<file path="src/common/fcu_defs.vh">
// Constants of the frequency converter unit binary config slave
`ifndef FCU_DEFS_VH
`define FCU_DEFS_VH
`define FCU_WORD_BITS      32
`define FCU_SEQ_WORDS      4
`define FCU_CMD_NOP        7'h00
`define FCU_CMD_IF_CFG     7'h01
`define FCU_CMD_BB_CFG     7'h02
`define FCU_CMD_PATH       7'h03
`define FCU_CMD_HW_CTRL    7'h04
`define FCU_CMD_HW_STAT    7'h05
`define FCU_CMD_CONV       7'h10
`define FCU_CMD_SYN        7'h11
`define FCU_CMD_BBF        7'h12
`define FCU_OP_BIT         7
`define FCU_EN_HI          23
`define FCU_EN_LO          21
`define FCU_SW_BIT         18
`define FCU_HWID_RESET     8'hFF
`define FCU_HWID_TRIG      8'h06
`define FCU_RESET_KEY      16'hA57B
`define FCU_HW_ENTRIES     16
`define FCU_ATTN_RST       6'h00
`define FCU_GAIN_RST       6'h00
`endif

</file>
<file path="src/rtl/fcu_spi_slave.v">
// SPI binary command interpreter of the frequency converter unit
// Function
// - A sequence is four 32-bit words, 128 bits, counted by both ends.
// - No chaining of units; the response slot does not depend on stack position.
// - Write response is shifted out in the very next word.
// - Read response with data is shifted out in the very next word.
// - Command byte in bits 31..24, data or arguments in 23..0.
// - Command bit 7 is read flag, low bits are command id.
// - Response bit 7 is error flag, id echoed, read data in 23..0.
// - Three data bytes follow the command byte, most significant first.
// - Narrow values sit right-justified in the data word.
// - Decode ids 00-05 and 10-12.
// - No-op changes nothing and only releases the pending response.
// - IF config enables 001 receive, 010 transmit, 100 switch groups.
// - Bit 18 sets duplex switch, 0 receive 1 transmit; 20..19 reserved.
// - IF attenuations six bits each at 17..12, 11..6, 5..0.
// - Baseband config enables 001 gains, 100 switch; 17..12 reserved.
// - Baseband gains six bits each at 11..6 and 5..0, coded 26 minus gain.
// - Path select bit 0 picks receive or transmit path.
// - Hardware control write: id 23..16, value 15..0, on active path.
// - Hardware control read takes id in 23..16 and answers next word.
// - Control id FF with value A57B resets the unit to defaults.
// - With trigger enable set, new TDD values wait for the trigger.

`include "fcu_defs.vh"

module fcu_spi_slave #(
  parameter HW_ENTRIES = `FCU_HW_ENTRIES
) (
  input  wire        clk,
  input  wire        rstn,
  input  wire        sck,
  input  wire        cs_n,
  input  wire        mosi,
  input  wire        external_trigger_enables,
  output reg         miso_q,
  output reg         miso_oe_n_q,
  output reg         duplex_switch_position_q,
  output reg  [5:0]  transmit_if_attenuation_q,
  output reg  [5:0]  receive_if_attenuation_a_q,
  output reg  [5:0]  receive_if_attenuation_b_q,
  output reg  [5:0]  rx_gain_a_q,
  output reg  [5:0]  rx_gain_b_q,
  output reg         active_path_q,
  output reg         hw_write_stb_q,
  output reg  [7:0]  hw_write_id_q,
  output reg  [15:0] hw_write_value_q,
  output reg  [1:0]  external_trigger_enables_q
);

  ////////////////////////////////////////////////////////////////////////
  // Pin synchronisers

  wire sck_s;
  wire cs_sel_s;
  wire mosi_s;
  wire trig_s;

  // Select goes through inverted so that reset reads as deselected
  fcu_sync u_sck  (.clk(clk), .rstn(rstn), .din(sck),      .dout(sck_s));
  fcu_sync u_cs   (.clk(clk), .rstn(rstn), .din(~cs_n),    .dout(cs_sel_s));
  fcu_sync u_mosi (.clk(clk), .rstn(rstn), .din(mosi),     .dout(mosi_s));
  fcu_sync u_trig (.clk(clk), .rstn(rstn), .din(external_trigger_enables), .dout(trig_s));

  wire cs_n_s = ~cs_sel_s;

  reg sck_prev_q;
  reg trig_prev_q;
  reg cs_prev_q;

  // Previous levels reset to each pin's idle level, so no edge follows reset
  wire sck_rise = sck_s & ~sck_prev_q;
  wire sck_fall = ~sck_s & sck_prev_q;
  wire trig_rise = trig_s & ~trig_prev_q;
  wire cs_start = ~cs_n_s & cs_prev_q;

  ////////////////////////////////////////////////////////////////////////
  // Helpers

  function known_id;
    input [6:0] id;
    begin
      case (id)
        `FCU_CMD_NOP, `FCU_CMD_IF_CFG, `FCU_CMD_BB_CFG, `FCU_CMD_PATH,
        `FCU_CMD_HW_CTRL, `FCU_CMD_HW_STAT, `FCU_CMD_CONV, `FCU_CMD_SYN,
        `FCU_CMD_BBF: known_id = 1'b1;
        default:      known_id = 1'b0;
      endcase
    end
  endfunction

  function [3:0] hw_index;
    input [7:0] id;
    begin
      hw_index = id[3:0];
    end
  endfunction

  ////////////////////////////////////////////////////////////////////////
  // Shift engine

  reg [4:0]  bit_cnt_q;
  reg [1:0]  word_cnt_q;
  reg [31:0] rx_sh_q;
  reg [31:0] tx_sh_q;
  reg [31:0] resp_q;
  reg        word_done_q;
  reg [31:0] word_q;

  // Shadowed TDD values waiting for the trigger
  reg        pend_sw_q;
  reg        pend_sw_v_q;
  reg [5:0]  pend_tx_q;
  reg [5:0]  pend_ra_q;
  reg [5:0]  pend_rb_q;
  reg        pend_if_v_q;
  reg        pend_rxatt_q;
  reg        pend_txatt_q;
  reg [5:0]  pend_ga_q;
  reg [5:0]  pend_gb_q;
  reg        pend_bb_v_q;

  // Per-path hardware control table
  reg [15:0] hw_tab_q [0:2*HW_ENTRIES-1];

  // Control ids alias on their low four bits, one table half per path
  wire [6:0]  cmd_id   = word_q[30:24];
  wire        cmd_rd   = word_q[`FCU_OP_BIT + 24];
  wire [2:0]  cmd_en   = word_q[`FCU_EN_HI:`FCU_EN_LO];
  wire [7:0]  hw_id    = word_q[23:16];
  wire [15:0] hw_val   = word_q[15:0];
  wire [4:0]  hw_slot  = {active_path_q, hw_index(hw_id)};
  wire        unit_rst = !cmd_rd && cmd_id == `FCU_CMD_HW_CTRL &&
                         hw_id == `FCU_HWID_RESET && hw_val == `FCU_RESET_KEY;

  // Unmapped ids read back as zero data
  reg [23:0] rd_data;
  always @* begin
    rd_data = 24'h000000;
    case (cmd_id)
      `FCU_CMD_IF_CFG:  rd_data = {5'h00, duplex_switch_position_q, transmit_if_attenuation_q,
                                   receive_if_attenuation_b_q, receive_if_attenuation_a_q};
      `FCU_CMD_BB_CFG:  rd_data = {5'h00, duplex_switch_position_q, 6'h00, rx_gain_b_q, rx_gain_a_q};
      `FCU_CMD_PATH:    rd_data = {23'h000000, active_path_q};
      `FCU_CMD_HW_CTRL: rd_data = {hw_id, hw_id == `FCU_HWID_TRIG ?
                                   {14'h0000, external_trigger_enables_q} : hw_tab_q[hw_slot]};
      default:          rd_data = 24'h000000;
    endcase
  end

  integer i;
  always @(posedge clk or negedge rstn) begin
    if (!rstn) begin
      sck_prev_q <= 1'b0;
      trig_prev_q <= 1'b0;
      cs_prev_q <= 1'b1;
      bit_cnt_q <= 5'h00;
      word_cnt_q <= 2'h0;
      rx_sh_q <= 32'h00000000;
      tx_sh_q <= 32'h00000000;
      resp_q <= 32'h00000000;
      word_done_q <= 1'b0;
      word_q <= 32'h00000000;
      miso_q <= 1'b0;
      miso_oe_n_q <= 1'b1;
    end else begin
      sck_prev_q <= sck_s;
      trig_prev_q <= trig_s;
      cs_prev_q <= cs_n_s;
      word_done_q <= 1'b0;
      miso_oe_n_q <= cs_n_s;
      if (cs_n_s) begin
        // Frame lost: realign at next select
        // A cut word is dropped; the pending answer goes out again
        bit_cnt_q <= 5'h00;
        word_cnt_q <= 2'h0;
      end else begin
        if (cs_start) begin
          tx_sh_q <= resp_q;
          miso_q <= resp_q[31];
        end
        // Mode 0: sample on the rising link edge, shift on the falling one
        if (sck_rise) begin
          rx_sh_q <= {rx_sh_q[30:0], mosi_s};
          bit_cnt_q <= bit_cnt_q + 5'h01;
          if (bit_cnt_q == 5'h1F) begin
            word_q <= {rx_sh_q[30:0], mosi_s};
            word_done_q <= 1'b1;
            word_cnt_q <= word_cnt_q + 2'h1;
          end
        end
        if (sck_fall) begin
          if (bit_cnt_q == 5'h00) begin
            // Word boundary: load answer to the previous command
            tx_sh_q <= resp_q;
            miso_q <= resp_q[31];
          end else begin
            tx_sh_q <= {tx_sh_q[30:0], 1'b0};
            miso_q <= tx_sh_q[30];
          end
        end
      end
      if (word_done_q) begin
        // No slot positioning across chained units: the answer always goes out in the next word
        resp_q <= {known_id(cmd_id) ? 1'b0 : 1'b1, cmd_id,
                   cmd_rd ? rd_data : 24'h000000};
      end
    end
  end

  ////////////////////////////////////////////////////////////////////////
  // Command execution

  always @(posedge clk or negedge rstn) begin
    if (!rstn) begin
      duplex_switch_position_q <= 1'b0;
      transmit_if_attenuation_q <= `FCU_ATTN_RST;
      receive_if_attenuation_a_q <= `FCU_ATTN_RST;
      receive_if_attenuation_b_q <= `FCU_ATTN_RST;
      rx_gain_a_q <= `FCU_GAIN_RST;
      rx_gain_b_q <= `FCU_GAIN_RST;
      active_path_q <= 1'b0;
      hw_write_stb_q <= 1'b0;
      hw_write_id_q <= 8'h00;
      hw_write_value_q <= 16'h0000;
      external_trigger_enables_q <= 2'h0;
      pend_sw_q <= 1'b0;
      pend_sw_v_q <= 1'b0;
      pend_tx_q <= 6'h00;
      pend_ra_q <= 6'h00;
      pend_rb_q <= 6'h00;
      pend_if_v_q <= 1'b0;
      pend_rxatt_q <= 1'b0;
      pend_txatt_q <= 1'b0;
      pend_ga_q <= 6'h00;
      pend_gb_q <= 6'h00;
      pend_bb_v_q <= 1'b0;
      for (i = 0; i < 2*HW_ENTRIES; i = i + 1) begin
        hw_tab_q[i] <= 16'h0000;
      end
    end else begin
      hw_write_stb_q <= 1'b0;
      if (trig_rise) begin
        // Trigger applies the held values
        if (pend_sw_v_q) begin
          duplex_switch_position_q <= pend_sw_q;
        end
        if (pend_if_v_q && pend_rxatt_q) begin
          receive_if_attenuation_a_q <= pend_ra_q;
          receive_if_attenuation_b_q <= pend_rb_q;
        end
        if (pend_if_v_q && pend_txatt_q) begin
          transmit_if_attenuation_q <= pend_tx_q;
        end
        if (pend_bb_v_q) begin
          rx_gain_a_q <= pend_ga_q;
          rx_gain_b_q <= pend_gb_q;
        end
        pend_sw_v_q <= 1'b0;
        pend_if_v_q <= 1'b0;
        pend_bb_v_q <= 1'b0;
      end
      if (word_done_q && !cmd_rd) begin
        case (cmd_id)
          `FCU_CMD_IF_CFG, `FCU_CMD_BB_CFG: begin
            if (cmd_en[2]) begin
              if (external_trigger_enables_q[1]) begin
                pend_sw_q <= word_q[`FCU_SW_BIT];
                pend_sw_v_q <= 1'b1;
              end else begin
                duplex_switch_position_q <= word_q[`FCU_SW_BIT];
              end
            end
            if (cmd_id == `FCU_CMD_IF_CFG && (cmd_en[0] || cmd_en[1])) begin
              if (external_trigger_enables_q[0]) begin
                pend_tx_q <= word_q[17:12];
                pend_rb_q <= word_q[11:6];
                pend_ra_q <= word_q[5:0];
                pend_txatt_q <= cmd_en[1];
                pend_rxatt_q <= cmd_en[0];
                pend_if_v_q <= 1'b1;
              end else begin
                if (cmd_en[1]) begin
                  transmit_if_attenuation_q <= word_q[17:12];
                end
                if (cmd_en[0]) begin
                  receive_if_attenuation_b_q <= word_q[11:6];
                  receive_if_attenuation_a_q <= word_q[5:0];
                end
              end
            end
            if (cmd_id == `FCU_CMD_BB_CFG && cmd_en[0]) begin
              if (external_trigger_enables_q[0]) begin
                pend_gb_q <= word_q[11:6];
                pend_ga_q <= word_q[5:0];
                pend_bb_v_q <= 1'b1;
              end else begin
                rx_gain_b_q <= word_q[11:6];
                rx_gain_a_q <= word_q[5:0];
              end
            end
          end
          `FCU_CMD_PATH: begin
            active_path_q <= word_q[0];
          end
          `FCU_CMD_HW_CTRL: begin
            hw_write_stb_q <= 1'b1;
            hw_write_id_q <= hw_id;
            hw_write_value_q <= hw_val;
            if (hw_id == `FCU_HWID_TRIG) begin
              external_trigger_enables_q <= hw_val[1:0];
            end else begin
              hw_tab_q[hw_slot] <= hw_val;
            end
            if (unit_rst) begin
              // Defaults restored; the response still follows
              // Control table is kept across the unit reset
              duplex_switch_position_q <= 1'b0;
              transmit_if_attenuation_q <= `FCU_ATTN_RST;
              receive_if_attenuation_a_q <= `FCU_ATTN_RST;
              receive_if_attenuation_b_q <= `FCU_ATTN_RST;
              rx_gain_a_q <= `FCU_GAIN_RST;
              rx_gain_b_q <= `FCU_GAIN_RST;
              active_path_q <= 1'b0;
              external_trigger_enables_q <= 2'h0;
              pend_sw_v_q <= 1'b0;
              pend_if_v_q <= 1'b0;
              pend_bb_v_q <= 1'b0;
            end
          end
          default: begin
            // No-op and unknown ids leave state alone
          end
        endcase
      end
    end
  end

endmodule

</file>
<file path="src/rtl/fcu_sync.v">
// Three-stage input synchroniser with agreement filter
module fcu_sync (
  input  wire clk,
  input  wire rstn,
  input  wire din,
  output reg  dout
);
  reg s1_q;
  reg s2_q;
  reg s3_q;
  always @(posedge clk or negedge rstn) begin
    if (!rstn) begin
      s1_q <= 1'b0;
      s2_q <= 1'b0;
      s3_q <= 1'b0;
      dout <= 1'b0;
    end else begin
      s1_q <= din;
      s2_q <= s1_q;
      s3_q <= s2_q;
      // Change counts only once the last two stages agree
      if (s2_q == s3_q) begin
        dout <= s3_q;
      end
    end
  end
endmodule

</file>
<file path="config.mk">
export PLATFORM = sky130hd
export DESIGN_NAME = fcu_spi_slave
export DESIGN_NICKNAME = d
export VERILOG_FILES = /design/src/rtl/fcu_spi_slave.v /design/src/rtl/fcu_sync.v
export VERILOG_INCLUDE_DIRS = /design/src /design/src/common
export SDC_FILE = /design/constraint.sdc
export NUM_CORES = 1
export LEC_CHECK = 0
export BUFFER_PORTS_ARGS = -buffer_cell sky130_fd_sc_hd__clkbuf_2
export CORE_AREA = 2 2 262 264
export DETAILED_ROUTE_END_ITERATION = 8
export DIE_AREA = 0 0 264 266
export HOLD_SLACK_MARGIN = 0.03
export PLACE_DENSITY = 0.75
export SYNTH_ARGS = -nofsm -noshare
export SYNTH_HDL_FRONTEND = slang
export SYNTH_SLANG_ARGS = --single-unit
</file>
<file path="constraint.sdc">
create_clock -name clk -period 6.4 [get_ports clk]
set_input_delay 0.64 -clock clk [delete_from_list [all_inputs] [get_ports clk]]
set_output_delay 0.64 -clock clk [all_outputs]
set_load 0.005 [all_outputs]
</file>
==> results of run 1 <==
-- kinds of logic after synthesis --
logic type / share of synthesized area
multiplexers: 0.314
flip-flops: 0.570
AND/OR/NAND/NOR: 0.0426
buffers and inverters: 0.0271
AO/OA/AOI/OAI: 0.0434
adder cells (fa/ha/maj): 0.00233
XOR/XNOR: 0.000788
-- flip-flops by register name, indices dropped and copies added (netlist names), 8 cells and up --
name and count:
hw_tab_q 512, hw_write_id_q 8, hw_write_value_q 16, resp_q 32, rx_sh_q 31, tx_sh_q 31, word_q 32
-- layout make-up --
type	count	area, µm²
Fill cell	5263	30900
Sequential cell	759	19000
Multi-Input combinational cell	1309	13500
Clock buffer	110	2220
Tap cell	882	1100
Timing Repair Buffer	107	711
Clock inverter	21	235
Inverter	14	52.6
-- cells in the final DEF (no fill, tap or decap), types with 6 or more instances in the layout --
master / netlist / routed
a21oi_1: 8 / 8
a221o_1: 14 / 14
a22o_1: 11 / 11
a22oi_1: 71 / 71
and2_1: 6 / 6
and3_1: 6 / 6
buf_4: 8 / 36
clkbuf_1: 134 / 19
clkbuf_16: 0 / 80
clkbuf_2: 0 / 65
clkbuf_8: 0 / 11
clkinv_2: 0 / 10
dfrtp_1: 758 / 756
inv_1: 13 / 13
mux2_1: 10 / 10
mux2_2: 609 / 609
mux2i_1: 72 / 72
mux4_2: 123 / 123
nand2_1: 152 / 152
nand3_1: 10 / 10
nand4_1: 16 / 16
nor2_1: 23 / 23
nor2_2: 7 / 7
nor2b_1: 24 / 22
o21ai_0: 48 / 48
o2bb2ai_1: 25 / 25
-- worst max-delay path by stage --
stage | from | endpoint | slack (ns) | cells after the start
2_1_floorplan | word_q[27] | hw_tab_q[501] | 4.06 | 7
3_3_place_gp | word_done_q | hw_tab_q[346] | 2.67 | 7
3_5_place_dp | word_done_q | hw_tab_q[408] | 2.57 | 7
4_1_cts | word_done_q | hw_tab_q[408] | 2.53 | 7
5_1_grt | word_done_q | hw_tab_q[216] | 2.29 | 7
6_report | word_done_q | hw_tab_q[408] | 2.50 | 7
-- layer usage --
layer | GRT usage | share of wire | wire, µm
met1 | 0.333 | 0.43 | 35000
met5 | 0 | 0 | 0
met2 | 0.368 | 0.47 | 38400
met3 | 0.0430 | 0.066 | 5420
met4 | 0.0924 | 0.036 | 2950
-- power by group --
group / switching, W / leakage [nW] / internal [W]
Sequential: 0.0000293 / 10.5 / 0.00484
Combinational: 0.000133 / 5.94 / 0.0000464
Clock: 0.00186 / 1.20 / 0.00258
Total: 0.00202 / 17.7 / 0.00746
-- metrics by stage --
stage	area, µm²	power [W]	setup WS [ns]
floorplan	33300	0.00501	4.06
global placement	34300	0.00513	2.67
detailed placement	34300	0.00514	2.57
CTS	36800	0.00955	2.53
global route	36800	0.00977	2.29
finish	36800	0.00948	2.50
-- worst register-to-register path, cell delays in order, from the launching register on --
cell     delay, ns
dfrtp_1       0.74
and2b_1       0.33
nand3_1       0.12
buf_4         0.28
inv_2         0.45
and4b_1       0.70
nand2_1       0.66
mux2_2        0.50
==> run_results.csv, run 1 <==
group,metric,value,unit
sta,fin_crit,3.90,ns
logic_synthesis,yosys.area.top_type,"dfrtp_1",
floorplanning,fp.dieArea,0.0702,mm²
worst_setup_path,r2r_setup_slack,2.50,ns
clock_tree,cts_tree,"yes",
logic_synthesis,ys_top_cells_by_area,"dfrtp_1, mux2_2, mux4_2, mux2i_1, nand2_1",
routing,via_count,19952,
worst_setup_path,cp.arrival,4.40,ns
logic_synthesis,netlist.area_leader.share,0.569,
clock_tree,cts_root_buffer,"clkbuf_16",
logic_synthesis,syn_nets,2291,
sta,finalMaxSlewViolations,0,
sta,fin_crit_sh,0.610,
routing,first_pass_iters,7,
worst_setup_path,crit_path_end_kind,"register",
sta,hold_viol_final,0,
routing,vias_per_cell,6.23,
logic_synthesis,synth_common_cells,"dfrtp_1, mux2_2, nand2_1",
floorplanning,coreArea,0.0677,mm²
final_layout,layout.nets,2277,
logic_synthesis,ys_seq_area_frac,0.570,
job,maxCapViolCount,0,
routing,drt_first_iter_violations,1937,
clock_tree,post_cts.repair.setup_buffers,0,
worst_setup_path,worstPathCellList,"and2b_1 > nand3_1 > buf_4 > inv_2 > and4b_1 > nand2_1 > mux2_2",
floorplanning,die_w,264,µm
hold_path,min_path_type,"in -> async",
placement,portBuffers,66,
floorplanning,placementRows,96,
sta,setup_viol,0,
logic_synthesis,ys.flop_type,"dfrtp_1",
placement,place_hpwl,50400,µm
worst_setup_path,rr_startpoint,"word_done_q",
worst_setup_path,path_delay_family,"simple AND/OR/NAND/NOR gates",
worst_setup_path,critical_path.max_fanout,31,
sta,maxSlewHeadroom,0.133,
sta,tightestPinTransition,1.30,ns
final_layout,utilization,0.543,
worst_setup_path,critPathKind,"reg -> reg",
worst_setup_path,worstPathRequired,6.90,ns
sta,grt_setup_unrepaired,"no",
global_routing,grt_max_degree,205,
outcome,status,"complete, no violations",
power_and_ir_drop,power_density,258,mW/mm²
sta,holdWs,0.0590,ns
logic_synthesis,synth_most_common_cell,"dfrtp_1",
routing,wire_per_inst,25.5,µm
global_routing,grt_pass1_wl,128000,µm
logic_synthesis,ys_ff_latch,759,
final_layout,drive_above_1_share,0.422,
sta,setup-tns-final,0,ns
clock_tree,cts_buffer_depth,3,
placement,gp_congestion,0.889,
clock_tree,cts.sinks,759,
power_and_ir_drop,peakVddDrop,0.172,mV
floorplanning,io_pins,67,
floorplanning,initial_utilization,0.492,
worst_setup_path,reg2reg_depth,7,
routing,antenna_left,0,
global_routing,antenna_found_initial,0,
final_layout,syn_to_final_growth,10.4,%
clock_tree,clk_pin_slew,0.06,ns
final_layout,n_antenna_cell,0,
power_and_ir_drop,p_leak,17.7,nW
global_routing,gr-total-overflow,0,
logic_synthesis,syn_area,0.0333,mm²
clock_tree,cts_hold_buf,0,
sta,fmax,256,MHz
clock_tree,cts_buffers,77,
clock_tree,cts.htree.levels,3,
sta,finClkSkew,0.0236,ns
global_routing,grt_pass1_vias,20637,
routing,routed_wl,81800,µm
final_layout,stdcell_count,3202,
logic_synthesis,yosysUniqueCellTypes,66,
global_routing,grt_usage,0.237,
logic_synthesis,synth_edf_count,0,
worst_setup_path,cpPeakStageDelay,0.74,ns
logic_synthesis,synth.avg_cell_area,14.6,µm²
routing,drc,0,
logic_synthesis,syn_inst,2282,
floorplanning,die_h,266,µm
clock_tree,cts_resized,0,
logic_synthesis,synth-async-reset-ratio,1.00,
worst_setup_path,cp-start-kind,"register",
placement,dp_cells,3071,
logic_synthesis,ys_warn_count,0,
clock_tree,insertion_delay,0.64,ns
worst_setup_path,r2r_end,"hw_tab_q[408]",
worst_setup_path,cp_slowest_cell,"dfrtp_1",
worst_setup_path,critPathBufInv,2,
Power figures use the tool's default switching activity.
==> run 2: changes to the inputs <==
clock period = 3.8 ns   (was 6.4 ns; I/O delays follow)
==> run 2 against run 1 <==
Effect of this change:
- critical path depth unchanged
- worst hold slack better by 0.29 ns
- sequential cell count unchanged
- final cell count up 2.8%
- global-route usage up 1.3 points
- worst setup slack worse by 1.9 ns
- sequential power up 69%
- routed wire length up 5.8%
- via count up 2.5%
- power up 76%
- cell area up 2.6%
- critical path type unchanged
- critical endpoint is now hw_tab_q[435]
- highest routed layer is now met5
==> run_results.csv, run 2 (synthesis results as in run 1) <==
group,metric,value,unit
worst_setup_path,worstPathCellList,"nor4_1 > buf_4 > nand3_1 > or3_1 > nor2b_1 > buf_4 > mux2_2",
worst_setup_path,r2r_setup_slack,0.58,ns
final_layout,layout_common_cells,"dfrtp_1, mux2_2, nand2_1, mux4_2, buf_4",
power_and_ir_drop,total_power,0.0167,W
final_layout,drive_above_1_share,0.442,
sta,setup-tns-final,0,ns
routing,vias_per_cell,6.21,
sta,finClkSkew,0.0342,ns
final_layout,mostFrequentLayoutCell,"dfrtp_1",
worst_setup_path,cp.depth,7,
final_layout,reg_top3,"hw_tab_q: 512 flops, resp_q: 32 flops, word_q: 32 flops",
sta,fin_crit_sh,0.847,
placement,gp_congestion,0.918,
global_routing,grt_usage,0.250,
final_layout,fillCellCount,5307,
worst_setup_path,path_delay_family,"simple AND/OR/NAND/NOR gates",
hold_path,min_path_cells,0,
clock_tree,cts_buffer_depth,3,
floorplanning,placementRows,96,
final_layout,utilization,0.557,
floorplanning,initial_utilization,0.492,
routing,wire_per_inst,26.3,µm
power_and_ir_drop,p_switching,0.00353,W
final_layout,syn_to_final_growth,13.3,%
sta,tightestPinTransition,1.10,ns
routing,routed_wl,86500,µm
clock_tree,cts_resized,0,
sta,fmax,311,MHz
routing,via_count,20450,
hold_path,worstHoldEndpoint,"u_cs.s2_q",
floorplanning,io_pins,67,
hold_path,min_path_type,"reg -> reg",
routing,drc,0,
placement,place_hpwl,54500,µm
power_and_ir_drop,intPower,0.0131,W
clock_tree,cts.htree.levels,3,
clock_tree,insertion_delay,0.64,ns
outcome,status,"complete, no violations",
worst_setup_path,reg2reg_depth,7,
power_and_ir_drop,clockPowerShare,0.488,
power_and_ir_drop,p_leak,18.2,nW
global_routing,gr-total-overflow,0,
hold_path,hold_start,"u_cs.s1_q",
sta,fin_crit,3.22,ns
clock_tree,cts_root_buffer,"clkbuf_16",
worst_setup_path,cp-start-kind,"register",
sta,hold_viol_final,0,
floorplanning,die_h,266,µm
routing,drt_first_iter_violations,2118,
routing,first_pass_iters,6,
worst_setup_path,critPathKind,"reg -> reg",
power_and_ir_drop,p_seq_frac,0.492,
power_and_ir_drop,sw_frac_of_total,0.212,
worst_setup_path,rr_startpoint,"word_q[27]",
worst_setup_path,cpMostUsedCell,"buf_4",
final_layout,multi_input_area,0.0135,mm²
floorplanning,coreArea,0.0677,mm²
final_layout,top_register,"hw_tab_q",
power_and_ir_drop,power_frac_comb,0.020,
worst_setup_path,crit_path_end_kind,"register",
worst_setup_path,cp_slowest_cell,"or3_1",
floorplanning,fp.dieArea,0.0702,mm²
final_layout,regArea,0.0190,mm²
global_routing,grt_pass1_vias,21240,
global_routing,antenna_found_initial,4,
sta,holdWs,0.347,ns
final_layout,design_area,0.0378,mm²
worst_setup_path,critPathBufInv,2,
power_and_ir_drop,power_density,441,mW/mm²
placement,place_area,0.0349,mm²
worst_setup_path,cpPeakStageDelay,0.69,ns
sta,grt_setup_unrepaired,"no",
floorplanning,die_w,264,µm
sta,setup_viol,0,
global_routing,grt_pass1_wl,133000,µm
clock_tree,cts.sinks,759,
power_and_ir_drop,peakVddDrop,0.316,mV
clock_tree,clk_pin_slew,0.06,ns
placement,portBuffers,66,
worst_setup_path,r2r_end,"hw_tab_q[435]",
final_layout,largest_register_ffs,512,
final_layout,layout.nets,2352,
global_routing,grt_max_degree,100,
sta,finalMaxSlewViolations,0,
clock_tree,cts_buffers,79,
clock_tree,cts_tree,"yes",
job,maxCapViolCount,0,
worst_setup_path,critical_path.max_fanout,10,
sta,maxSlewHeadroom,0.266,
worst_setup_path,cp.arrival,3.72,ns
routing,antenna_left,0,
worst_setup_path,worstPathRequired,4.30,ns
==> run 2: worst max path at each step <==
stage / from / end / slack (ns)
2_1_floorplan: word_q[27] / hw_tab_q[501] / 1.46
3_3_place_gp: word_q[27] / hw_tab_q[439] / 0.48
3_5_place_dp: word_q[27] / hw_tab_q[436] / 0.60
4_1_cts: word_q[27] / hw_tab_q[436] / 0.57
5_1_grt: word_q[27] / hw_tab_q[442] / 0.47
6_report: word_q[27] / hw_tab_q[435] / 0.58
==> run 2: final cells by class <==
class / count / area share
clock inverters: 32 / 0.0112
repair buffers: 180 / 0.0363
clock buffers: 113 / 0.0617
well taps: 882 / 0.0292
diodes: 2 / 0.000133
inverters: 14 / 0.00139
flip-flops and latches: 759 / 0.503
multi-input cells: 1309 / 0.357
==> run 2: worst reg2reg max path, cell delays in order, from the launching register on <==
cell	delay [ns]
dfrtp_1	0.41
nor4_1	0.44
buf_4	0.19
nand3_1	0.32
or3_1	0.69
nor2b_1	0.37
buf_4	0.30
mux2_2	0.38
==> run 2: power groups by stage <==
stage	combinational, W	sequential (W)	clock (W)
after global placement	0.000321	0.00833	0
final	0.000328	0.00819	0.00813
after floorplan	0.000116	0.00832	0
after CTS	0.000338	0.00819	0.00823
after global routing	0.000373	0.00820	0.00856
after detailed placement	0.000333	0.00834	0
==> run 2: per-stage QoR <==
step | setup WS [ns] | cells
after floorplan | 1.46 | 2282
after global placement | 0.482 | 3139
after CTS | 0.569 | 3289
after global routing | 0.466 | 3289
final | 0.582 | 3291
after detailed placement | 0.599 | 3139
==> run 2: timing repair <==
action | 4_1_cts | 5_1_grt
hold endpoints to repair | 91 | 0
hold buffers | 5 | 0
buffers inserted | 0 | 0
setup endpoints to repair | 0 | 0
==> run 2: per-layer routing <==
layer  global-route usage  vias up  wire length (µm)
met4               0.0977        4              3310
met5                    0        -                23
li1                     -     8501                 -
met3               0.0582      208              6790
met2                0.390      806             40700
met1                0.342    10931             35700
==> run 3: changes to the inputs <==
ABC_AREA = 1   (was unset)
CORE_AREA = 2 2 263 265   (was 2 2 262 264)
DIE_AREA = 0 0 265 267   (was 0 0 264 266)
PLACE_DENSITY = 0.76   (was 0.75)
clock period = 3.3 ns   (was 3.8 ns; I/O delays follow)
==> run 3 against run 2 <==
Effect of this change:
- utilization about the same
- synthesized cell count up 81%
- clock power up 16%
- critical path type unchanged
- critical endpoint is now resp_q[2]
- largest power group unchanged
==> run_results.csv, run 3 <==
group,metric,value,unit
sta,fin_crit,2.75,ns
routing,routed_wl,99300,µm
logic_synthesis,yosys.area.top_type,"dfrtp_1",
floorplanning,initial_utilization,0.496,
power_and_ir_drop,p_leak,18.3,nW
logic_synthesis,syn_nets,4148,
logic_synthesis,synth_most_common_cell,"nand2_1",
floorplanning,fp.dieArea,0.0708,mm²
logic_synthesis,synth_edf_count,0,
worst_setup_path,critPathKind,"reg -> reg",
clock_tree,clk_pin_slew,0.06,ns
final_layout,layout.nets,4120,
clock_tree,cts.htree.levels,3,
logic_synthesis,ys_top_cells_by_area,"dfrtp_1, nand2_1, o21ai_0, nand3_1, clkbuf_1",
sta,setup-tns-final,0,ns
routing,drc,0,
global_routing,grt_max_degree,112,
final_layout,fillCellCount,5941,
sta,setup_viol,0,
worst_setup_path,critical_path.max_fanout,5,
clock_tree,cts_root_buffer,"clkbuf_16",
sta,finalMaxSlewViolations,0,
clock_tree,cts_tree,"yes",
placement,portBuffers,66,
global_routing,grt_pass1_wl,157000,µm
clock_tree,cts.sinks,759,
sta,hold_viol_final,0,
sta,maxSlewHeadroom,0.214,
final_layout,multi_input_area,0.0129,mm²
clock_tree,post_cts.repair.setup_buffers,0,
final_layout,mostFrequentLayoutCell,"nand2_1",
logic_synthesis,netlist.area_leader.share,0.562,
clock_tree,cts_buffer_depth,3,
sta,finClkSkew,0.0262,ns
logic_synthesis,synth_top_family_by_area,"simple AND/OR/NAND/NOR gates",
hold_path,min_path_cells,0,
global_routing,grt_pass1_vias,27326,
floorplanning,die_h,267,µm
sta,grt_setup_unrepaired,"no",
floorplanning,placementRows,96,
final_layout,drive_above_1_share,0.0846,
worst_setup_path,cp-start-kind,"register",
placement,place_hpwl,62200,µm
global_routing,antenna_found_initial,2,
power_and_ir_drop,total_power,0.0195,W
final_layout,reg_top3,"hw_tab_q: 512 flops, resp_q: 32 flops, word_q: 32 flops",
routing,drt_first_iter_violations,3455,
logic_synthesis,ys_warn_count,0,
logic_synthesis,synth-adder-area-share,0.00230,
global_routing,grt_usage,0.284,
logic_synthesis,yosysUniqueCellTypes,39,
job,maxCapViolCount,0,
worst_setup_path,crit_path_end_kind,"register",
logic_synthesis,syn_inst,4139,
logic_synthesis,ys.flop_type,"dfrtp_1",
final_layout,n_antenna_cell,0,
final_layout,regArea,0.0190,mm²
clock_tree,insertion_delay,0.63,ns
final_layout,top_register,"hw_tab_q",
floorplanning,die_w,265,µm
placement,gp_congestion,0.922,
routing,via_count,28803,
power_and_ir_drop,power_density,513,mW/mm²
floorplanning,coreArea,0.0680,mm²
sta,fmax,364,MHz
global_routing,gr-total-overflow,0,
logic_synthesis,synth.avg_cell_area,8.15,µm²
logic_synthesis,ys_seq_area_frac,0.563,
logic_synthesis,synth-async-reset-ratio,1.00,
final_layout,syn_to_final_growth,12.4,%
floorplanning,io_pins,67,
routing,vias_per_cell,5.70,
logic_synthesis,ys_ff_latch,759,
worst_setup_path,worstPathRequired,3.87,ns
final_layout,layout_common_cells,"nand2_1, dfrtp_1, o21ai_0, inv_1, nand3_1",
routing,antenna_left,0,
logic_synthesis,synth_common_cells,"nand2_1, dfrtp_1, o21ai_0",
hold_path,min_path_type,"reg -> reg",
sta,tightestPinTransition,1.18,ns
clock_tree,cts_buffers,78,
sta,fin_crit_sh,0.832,
final_layout,largest_register_ffs,512,
logic_synthesis,synth_mux_area_frac,0.00386,
worst_setup_path,reg2reg_depth,11,
power_and_ir_drop,peakVddDrop,0.342,mV
logic_synthesis,synth-simple-area-share,0.256,
routing,wire_per_inst,19.6,µm
outcome,status,"complete, no violations",
logic_synthesis,syn_area,0.0337,mm²
worst_setup_path,cp.arrival,3.32,ns
logic_synthesis,synth_xor_area_frac,0.000260,
logic_synthesis,synth_compound_area_frac,0.117,
routing,first_pass_iters,6,
[run 3: changes by cell type in the layout (fill, tap and decap cells not counted), sizes merged, moves of 48 or more]
cell,before,now
a22oi,71,1
inv,17,191
mux2,619,0
mux2i,72,13
mux4,123,0
nand2,152,1769
nand3,10,195
nor2,30,78
o21ai,50,686
[run 3: power breakdown]
group / switching, W / internal (W)
combinational: 0.000350 / 0.000130
clock: 0.00375 / 0.00572
sequential: 0.0000657 / 0.00943
total: 0.00417 / 0.0153
[run 3: cell type report]
type	instances	share of cell area
clock inverters	30	0.0114
repair buffers	182	0.0382
flip-flops and latches	759	0.501
inverters	190	0.0190
multi-input cells	2900	0.339
clock buffers	112	0.0616
well taps	882	0.0291
[run 3: worst paths after layout]
check	endpoint	startpoint	slack, ns
max in group asynchronous	hw_write_value_q[2]	rstn	1.87
hold / removal	u_sck.s2_q	u_sck.s1_q	0.35
min in group asynchronous	hw_tab_q[283]	rstn	0.38
setup / recovery	resp_q[2]	word_q[29]	0.55
hold reg to reg	u_sck.s2_q	u_sck.s1_q	0.35
setup reg to reg	resp_q[2]	word_q[29]	0.55
[run 3: cell families after synthesis]
group                      after synthesis
xor gates and xnor gates                 1
AOI/OAI and AO/OA                      760
muxes                                   13
and+or+nand+nor                       2119
adders and majority gates                7
buffers and inverters                  480
DFF                                    759
[run 3: critical path: stages, from the launching register on]
cell and delay (ns):
dfrtp_1 0.40, nor2_1 0.16, nand2_1 0.11, inv_1 0.14, nand3_1 0.13, nor3_1 0.52
inv_1 0.23, nor2_1 0.66, nand2_1 0.15, nand2_1 0.09, nand2_1 0.05, nand2_1 0.06
[run 3: per-stage QoR]
step            util  instances  area [µm²]  hold WS [ns]  setup WS [ns]
2_1_floorplan      -       4139       33700        0.0344           1.41
3_3_place_gp   0.516       4908       35100         0.333          0.716
3_5_place_dp   0.516       4908       35100         0.339          0.685
4_1_cts        0.558       5055       37900         0.336          0.660
5_1_grt        0.558       5055       37900         0.357          0.321
6_report       0.558       5055       37900         0.349          0.554
[run 3: metal layers]
layer	wire length (µm)	up-vias	share of wire	global-route usage
li1	-	13240	-	-
met1	40500	14020	0.41	0.389
met2	45700	1293	0.46	0.443
met3	8920	246	0.090	0.0525
met4	4060	4	0.041	0.127
met5	22	-	0.00022	0
[run 3: what timing repair did]
item                                   4_1_cts  5_1_grt
hold buffers                                 5        0
resized for setup                            0        0
endpoints found under the hold margin       69        0
